**config.mk**
```make
export PLATFORM = sky130hd
export DESIGN_NAME = rdci_top
export DESIGN_NICKNAME = d
export VERILOG_FILES = /design/src/rdci_pkg.sv /design/src/rdci_top.sv
export SDC_FILE = /design/constraint.sdc
export NUM_CORES = 1
export LEC_CHECK = 0
export BUFFER_PORTS_ARGS = -buffer_cell sky130_fd_sc_hd__buf_4
export CAP_MARGIN = 20
export CORE_MARGIN = 1.5
export CORE_UTILIZATION = 35
export DETAILED_ROUTE_END_ITERATION = 10
export PLACE_DENSITY_LB_ADDON = 0.3
export SKIP_CTS_REPAIR_TIMING = 1
export SLEW_MARGIN = 25
export SYNTH_ARGS = -nofsm -noshare
export SYNTH_HDL_FRONTEND = slang
export SYNTH_SLANG_ARGS = --single-unit
```
**constraint.sdc**
```tcl
create_clock -name clk_i -period 3.3 [get_ports clk_i]
set_input_delay 0 -clock clk_i [delete_from_list [all_inputs] [get_ports clk_i]]
set_output_delay 0 -clock clk_i [all_outputs]
set_load 0.005 [all_outputs]
```
**src/rdci_pkg.sv**
```systemverilog
// constants for the receive completion status and interrupt enable block
package rdci_pkg;
	localparam int RDCI_DW = 32;
	localparam int RDCI_ADR_W = 8;
	localparam int RDCI_SEL_W = 4;
	localparam int RDCI_NCH = 4;
	localparam int RDCI_CNT_W = 16;
	localparam logic [RDCI_ADR_W-1:0] RDCI_OFS_MASKED = 8'h00;
	localparam logic [RDCI_ADR_W-1:0] RDCI_OFS_RAW = 8'h04;
	localparam logic [RDCI_ADR_W-1:0] RDCI_OFS_EN_SET = 8'h08;
	localparam logic [RDCI_ADR_W-1:0] RDCI_OFS_EN_CLR = 8'h0C;
	localparam logic [RDCI_ADR_W-1:0] RDCI_OFS_BUFCNT0 = 8'h10;
	localparam logic [RDCI_NCH-1:0] RDCI_RAW_RST = 4'h0;
	localparam logic [RDCI_NCH-1:0] RDCI_EN_RST = 4'h0;
	localparam logic [RDCI_CNT_W-1:0] RDCI_CNT_RST = 16'h0000;
	localparam logic [RDCI_DW-1:0] RDCI_DAT_RST = 32'h0000_0000;
endpackage : rdci_pkg

```
**src/rdci_top.sv**
```systemverilog
// receive completion flags, interrupt enables and channel 0 buffer counter
//
// Operation
// - sticky raw done flag per channel 3..0
// - masked status is raw AND enable
// - four enables, one per status bit
// - enable-set write: ones set enables
// - enable-clear write: ones clear enables
// - 16-bit buffer count, writes add
//
// The register addresses and the Wishbone slave port are this design's own decisions.
`timescale 1ns/10ps
module rdci_top #(
	parameter int NCH = rdci_pkg::RDCI_NCH,
	parameter int CNT_W = rdci_pkg::RDCI_CNT_W
) (
	input wire logic clk_i,
	input wire logic rst_i,
	input wire logic wb_cyc_i,
	input wire logic wb_stb_i,
	input wire logic wb_we_i,
	input wire logic [rdci_pkg::RDCI_ADR_W-1:0] wb_adr_i,
	input wire logic [rdci_pkg::RDCI_SEL_W-1:0] wb_sel_i,
	input wire logic [rdci_pkg::RDCI_DW-1:0] wb_dat_i,
	output logic [rdci_pkg::RDCI_DW-1:0] wb_dat_o,
	output logic wb_ack_o,
	input wire logic [NCH-1:0] rx_done_i,
	input wire logic rx_buf_take_i,
	output logic [CNT_W-1:0] rx_buf_count_o,
	output logic irq_o
);
	import rdci_pkg::*;

	// raw completion flags, one per channel
	logic [NCH-1:0] raw_r;
	logic [NCH-1:0] raw_nxt;

	// enables double as the interrupt mask
	logic [NCH-1:0] en_r;
	logic [NCH-1:0] en_nxt;

	// channel 0 free buffer count
	logic [CNT_W-1:0] cnt_r;
	logic [CNT_W-1:0] cnt_nxt;
	logic [CNT_W-1:0] cnt_added;
	logic take_ok;

	// bus answer
	logic ack_r;
	logic ack_nxt;
	logic [RDCI_DW-1:0] dat_r;
	logic [RDCI_DW-1:0] dat_nxt;

	// interrupt line
	logic irq_r;
	logic irq_nxt;

	// decoded request
	logic req;
	logic wr;
	logic rd;
	logic [RDCI_DW-1:0] wdat;
	logic [NCH-1:0] wdat_ch;
	logic [CNT_W-1:0] wdat_cnt;
	logic sel_masked;
	logic sel_raw;
	logic sel_en_set;
	logic sel_en_clr;
	logic sel_cnt;
	logic wr_raw;
	logic wr_en_set;
	logic wr_en_clr;
	logic wr_cnt;

	// read source picked once, so the read mux is a plain case
	typedef enum logic [2:0] {
		RSRC_NONE,
		RSRC_MASKED,
		RSRC_RAW,
		RSRC_EN,
		RSRC_CNT
	} rdci_rsrc_e;
	rdci_rsrc_e rsrc;

	// byte lanes not selected contribute zeros
	function automatic logic [RDCI_DW-1:0] lane_mask(input logic [RDCI_SEL_W-1:0] sel);
		logic [RDCI_DW-1:0] m;
		m = '0;
		for (int i = 0; i < RDCI_SEL_W; i++) begin
			m[i*8 +: 8] = {8{sel[i]}};
		end
		return m;
	endfunction : lane_mask

	// word decode, low address bits ignored
	function automatic logic hit(input logic [RDCI_ADR_W-1:0] adr,
			input logic [RDCI_ADR_W-1:0] ofs);
		return adr[RDCI_ADR_W-1:2] == ofs[RDCI_ADR_W-1:2];
	endfunction : hit

	function automatic logic [NCH-1:0] set_bits(input logic [NCH-1:0] cur,
			input logic [NCH-1:0] ones);
		return cur | ones;
	endfunction : set_bits

	function automatic logic [NCH-1:0] clr_bits(input logic [NCH-1:0] cur,
			input logic [NCH-1:0] ones);
		return cur & ~ones;
	endfunction : clr_bits

	function automatic logic [NCH-1:0] masked(input logic [NCH-1:0] raw,
			input logic [NCH-1:0] en);
		return raw & en;
	endfunction : masked

	// count wraps modulo its width, no saturation on add
	function automatic logic [CNT_W-1:0] add_count(input logic [CNT_W-1:0] cur,
			input logic [CNT_W-1:0] inc);
		return cur + inc;
	endfunction : add_count

	function automatic logic [RDCI_DW-1:0] place_ch(input logic [NCH-1:0] v);
		logic [RDCI_DW-1:0] w;
		w = '0;
		w[NCH-1:0] = v;
		return w;
	endfunction : place_ch

	function automatic logic [RDCI_DW-1:0] place_cnt(input logic [CNT_W-1:0] v);
		logic [RDCI_DW-1:0] w;
		w = '0;
		w[CNT_W-1:0] = v;
		return w;
	endfunction : place_cnt

	// one request per cycle pair: ack drops after each answer
	assign req = wb_cyc_i & wb_stb_i & ~ack_r;
	assign wr = req & wb_we_i;
	assign rd = req & ~wb_we_i;
	// lanes masked once, shared by every register
	assign wdat = wb_dat_i & lane_mask(wb_sel_i);
	assign wdat_ch = wdat[NCH-1:0];
	assign wdat_cnt = wdat[CNT_W-1:0];

	// address decode, one flag per register
	assign sel_masked = hit(wb_adr_i, RDCI_OFS_MASKED);
	assign sel_raw = hit(wb_adr_i, RDCI_OFS_RAW);
	assign sel_en_set = hit(wb_adr_i, RDCI_OFS_EN_SET);
	assign sel_en_clr = hit(wb_adr_i, RDCI_OFS_EN_CLR);
	assign sel_cnt = hit(wb_adr_i, RDCI_OFS_BUFCNT0);

	// write strobes per register
	assign wr_raw = wr & sel_raw;
	assign wr_en_set = wr & sel_en_set;
	assign wr_en_clr = wr & sel_en_clr;
	assign wr_cnt = wr & sel_cnt;

	always_comb begin
		raw_nxt = raw_r;
		if (wr_raw) begin
			raw_nxt = clr_bits(raw_r, wdat_ch);
		end
		raw_nxt = set_bits(raw_nxt, rx_done_i);
	end

	// raw flag register
	always_ff @(posedge clk_i) begin
		if (rst_i) begin
			raw_r <= RDCI_RAW_RST;
		end else begin
			raw_r <= raw_nxt;
		end
	end

	always_comb begin
		en_nxt = en_r;
		if (wr_en_set) begin
			en_nxt = set_bits(en_r, wdat_ch);
		end
		if (wr_en_clr) begin
			en_nxt = clr_bits(en_r, wdat_ch);
		end
	end

	// enable register
	always_ff @(posedge clk_i) begin
		if (rst_i) begin
			en_r <= RDCI_EN_RST;
		end else begin
			en_r <= en_nxt;
		end
	end

	// same-cycle write and take: add first, then take
	always_comb begin
		cnt_added = cnt_r;
		take_ok = 1'b0;
		cnt_nxt = cnt_r;
		if (wr_cnt) begin
			cnt_added = add_count(cnt_r, wdat_cnt);
		end
		// an empty queue cannot lose a buffer, so no wrap below zero
		take_ok = rx_buf_take_i && (cnt_added != '0);
		if (take_ok) begin
			cnt_nxt = cnt_added - 1'b1;
		end else begin
			cnt_nxt = cnt_added;
		end
	end

	// count register
	always_ff @(posedge clk_i) begin
		if (rst_i) begin
			cnt_r <= RDCI_CNT_RST;
		end else begin
			cnt_r <= cnt_nxt;
		end
	end

	// registered from next state, so irq moves with the flags
	always_comb begin
		irq_nxt = |masked(raw_nxt, en_nxt);
	end

	// interrupt register
	always_ff @(posedge clk_i) begin
		if (rst_i) begin
			irq_r <= 1'b0;
		end else begin
			irq_r <= irq_nxt;
		end
	end

	// a held strobe is answered every other cycle only
	always_comb begin
		ack_nxt = req;
	end

	// ack register
	always_ff @(posedge clk_i) begin
		if (rst_i) begin
			ack_r <= 1'b0;
		end else begin
			ack_r <= ack_nxt;
		end
	end

	always_comb begin
		rsrc = RSRC_NONE;
		if (sel_masked) begin
			rsrc = RSRC_MASKED;
		end else if (sel_raw) begin
			rsrc = RSRC_RAW;
		end else if (sel_en_set || sel_en_clr) begin
			rsrc = RSRC_EN;
		end else if (sel_cnt) begin
			rsrc = RSRC_CNT;
		end
	end

	// read data stands only in the ack cycle; writes answer with zeros
	always_comb begin
		dat_nxt = RDCI_DAT_RST;
		if (rd) begin
			case (rsrc)
				RSRC_MASKED: begin
					dat_nxt = place_ch(masked(raw_r, en_r));
				end
				RSRC_RAW: begin
					dat_nxt = place_ch(raw_r);
				end
				RSRC_EN: begin
					dat_nxt = place_ch(en_r);
				end
				RSRC_CNT: begin
					dat_nxt = place_cnt(cnt_r);
				end
				default: begin
					dat_nxt = RDCI_DAT_RST;
				end
			endcase
		end
	end

	// read data register
	always_ff @(posedge clk_i) begin
		if (rst_i) begin
			dat_r <= RDCI_DAT_RST;
		end else begin
			dat_r <= dat_nxt;
		end
	end

	assign wb_ack_o = ack_r;
	assign wb_dat_o = dat_r;
	assign irq_o = irq_r;
	assign rx_buf_count_o = cnt_r;
endmodule : rdci_top

```
==> flow_metrics.env <==
export IMPL_cp_start_kind="register"
export IMPL_max_slew_margin_pct=60.3
export IMPL_critPathRequiredTime_ns=3.51
export IMPL_synthToLayoutAreaGrowth_pct=28.3
export IMPL_initial_core_util_pct=36.5
export IMPL_finalSetupTns_ns=0
export IMPL_synthesis_area_sq_um=3210
export IMPL_nets=551
export IMPL_core_rowCount=34
export IMPL_grtUsageTotal_pct=17.7
export IMPL_synth_common_cells="42 x dfxtp_1, 41 x nand2_1, 34 x a21oi_1, 30 x nor2_1, 23 x and3_1"
export IMPL_antenna_found_initial=0
export IMPL_cts_path_max_buffers=2
export IMPL_drc_errors=7
export IMPL_layout_drive_gt1_share_pct=29.2
export IMPL_hold_viol=0
export IMPL_synth_async_reset_ratio_pct=0
export IMPL_grt_max_degree=27
export IMPL_synth_cell_types=68
export IMPL_cpPeakStageDelay_ns=0.41
export IMPL_n_antenna_cell=0
export IMPL_violations="design-rule violations"
export IMPL_clkLatencyLatePin_ns=0.32
export IMPL_firstDrtPassIters=7
export IMPL_cts_root_buf="clkbuf_8"
export IMPL_power_w=0.00303
export IMPL_leakagePower_nw=1.84
export IMPL_end_kind="register"
export IMPL_htree_levels=2
export IMPL_cts_sinks=42
export IMPL_io_buffers=67
export IMPL_grt_pass1_vias=2972
export IMPL_synth_area_leader_cell="dfxtp_1"
export IMPL_outcome="complete, but fails checks"
export IMPL_drtIter0Drc=137
export IMPL_yosysMostFrequentCell="dfxtp_1"
export IMPL_grt_pass1_wl_um=13900
export IMPL_numCtsBuffers=5
export IMPL_synth_top_area_share_pct=26.2
export IMPL_syn_avg_cell_area_sq_um=8.22
export IMPL_yosysSeqAreaShare_pct=26.2
export IMPL_synthFlopType="dfxtp_1"
export IMPL_yosysWarnings=0
export IMPL_tritoncts="built"
export IMPL_slew_violations=0
export IMPL_ys_seq_elements=42
export IMPL_routedWlPerCell_um=15.2
export IMPL_wl_um=8940
export IMPL_vias_per_cell=5.38
export IMPL_synth_area_leaders="dfxtp_1 26%, ha_1 6.6%, a21oi_1 5.3%, nand2_1 4.8%, and3_1 4.5%"
export IMPL_finClkSkew_ns=0.0172
export IMPL_maxCapViolCount=0
export IMPL_drtAntennaViolNets=0
export IMPL_cp_slowest_cell="fa_2"
export IMPL_fp_dieArea_sq_um=9770
export IMPL_cp_max_fo=6
export IMPL_chipHeight_um=98.8
export IMPL_period_needed_ns=3.15
export IMPL_crit_type="reg -> reg"
export IMPL_min_period_over_period_pct=95.6
export IMPL_io_pins=104
export IMPL_syn_inst=391
export IMPL_dp_hpwl_um=6890
export IMPL_tightest_slew_ns=0.591
export IMPL_grt_overflow_total=0
export IMPL_vias=3164
export IMPL_die_w_um=98.8
export IMPL_ir_drop_uv=349
export IMPL_gp_congestion=0.897
export IMPL_clkTransAtPathRegs_ns=0.11
export IMPL_core_area_sq_um=8810
export IMPL_hold_path_class="in -> reg"
export IMPL_synth_edf_count=0
export IMPL_setup_violations=0
export IMPL_fillerInstances=866
export IMPL_path_cells="ha_2 > fa_2 > a211oi_4 > o21a_1 > o21ai_2 > xnor2_1 > a31oi_2 > nor3b_4 > and3_4 > a21oi_1 > mux2_1"
export IMPL_crit_arrival_ns=3.37
export IMPL_power_density_nw_per_um2=734
export IMPL_fmax_ghz=0.317
[sequential cells by signal, summed over array words and instances (netlist names)]
signal          count
wb_ack_o            1
wb_dat_o           16
rx_buf_count_o     16
irq_o               1
raw_r               4
en_r                4
[layer usage]
layer  global-route usage, %  up-vias  routed length [um]
li1                        -     1569                   -
met1                    23.3     1499                4070
met2                    29.2       80                4220
met3                    3.19       16                 455
met4                    5.82        0                 195
met5                       0        -                   0
[layout by cell type (no fill, tap or decap), drive strengths merged, types with 10 or more instances in the layout]
cell | netlist | layout
mux2i | 15 | 15
conb | 1 | 16
nand2 | 41 | 41
nor3 | 10 | 10
or2 | 10 | 10
buf | 25 | 93
and3 | 25 | 25
and2 | 23 | 23
dfxtp | 42 | 42
ha | 17 | 17
a21oi | 35 | 35
nor2 | 30 | 30
o21ai | 11 | 11
[cell type report]
type | instances | area, sq um | share of cell area, %
multi-input combinational | 326 | 2270 | 54.9
clock buffer | 5 | 68.8 | 1.67
sequential | 42 | 842 | 20.4
clock inverter | 3 | 28.8 | 0.698
timing repair buffer | 100 | 768 | 18.6
inverter | 4 | 15.0 | 0.364
tap | 108 | 135 | 3.28
[power breakdown]
part           internal [W]  leakage, nW  switching [W]
sequential         0.000597        0.342      0.0000955
clock              0.000159       0.0506       0.000229
combinational      0.000890         1.45        0.00105
[worst max-delay path, delay by kind of cell, from the launching register on]
family,cells,cell delay (ns)
flip-flops,1,0.34
AO/OA/AOI/OAI,5,0.92
AND/OR/NAND/NOR,2,0.58
adder cells (fa/ha/maj),2,0.60
multiplexers,1,0.31
XOR/XNOR,1,0.31
[metrics by stage]
step | hold WS, ns | setup slack [ns] | instance area (sq um) | std cells | utilization, %
after floorplan | 0.128 | 0.219 | 3270 | 406 | -
after detailed placement | 0.229 | 0.0333 | 3870 | 571 | 43.9
final | 0.0388 | 0.147 | 4120 | 588 | 46.8
after global placement | 0.224 | 0.0717 | 3870 | 571 | 43.9
after CTS | -0.101 | 0.0201 | 3970 | 579 | 45.0
after global routing | 0.0284 | -0.00545 | 4120 | 588 | 46.8
[logic make-up (layout without fill, tap and decap cells)]
family	after synthesis	in the layout	share of synthesized area [%]
compound gates	98	98	22.6
xor+xnor	10	10	2.72
fa+ha+maj	18	18	7.24
buf+inv	38	112	7.32
flops	42	42	26.2
mux	18	18	6.23
other cells	1	16	0.117
simple gates	166	166	27.6
[path summary, 6_finish.rpt]
kind | from | end | slack, ns | cells after the start
min | rst_i | en_r[0] | 0.04 | 2
min reg2reg | en_r[0] | wb_dat_o[0] | 0.50 | 2
max | rx_buf_count_o[0] | rx_buf_count_o[5] | 0.15 | 11
max reg2reg | rx_buf_count_o[0] | rx_buf_count_o[5] | 0.15 | 11
No activity file was read; power rests on OpenSTA's default activity.
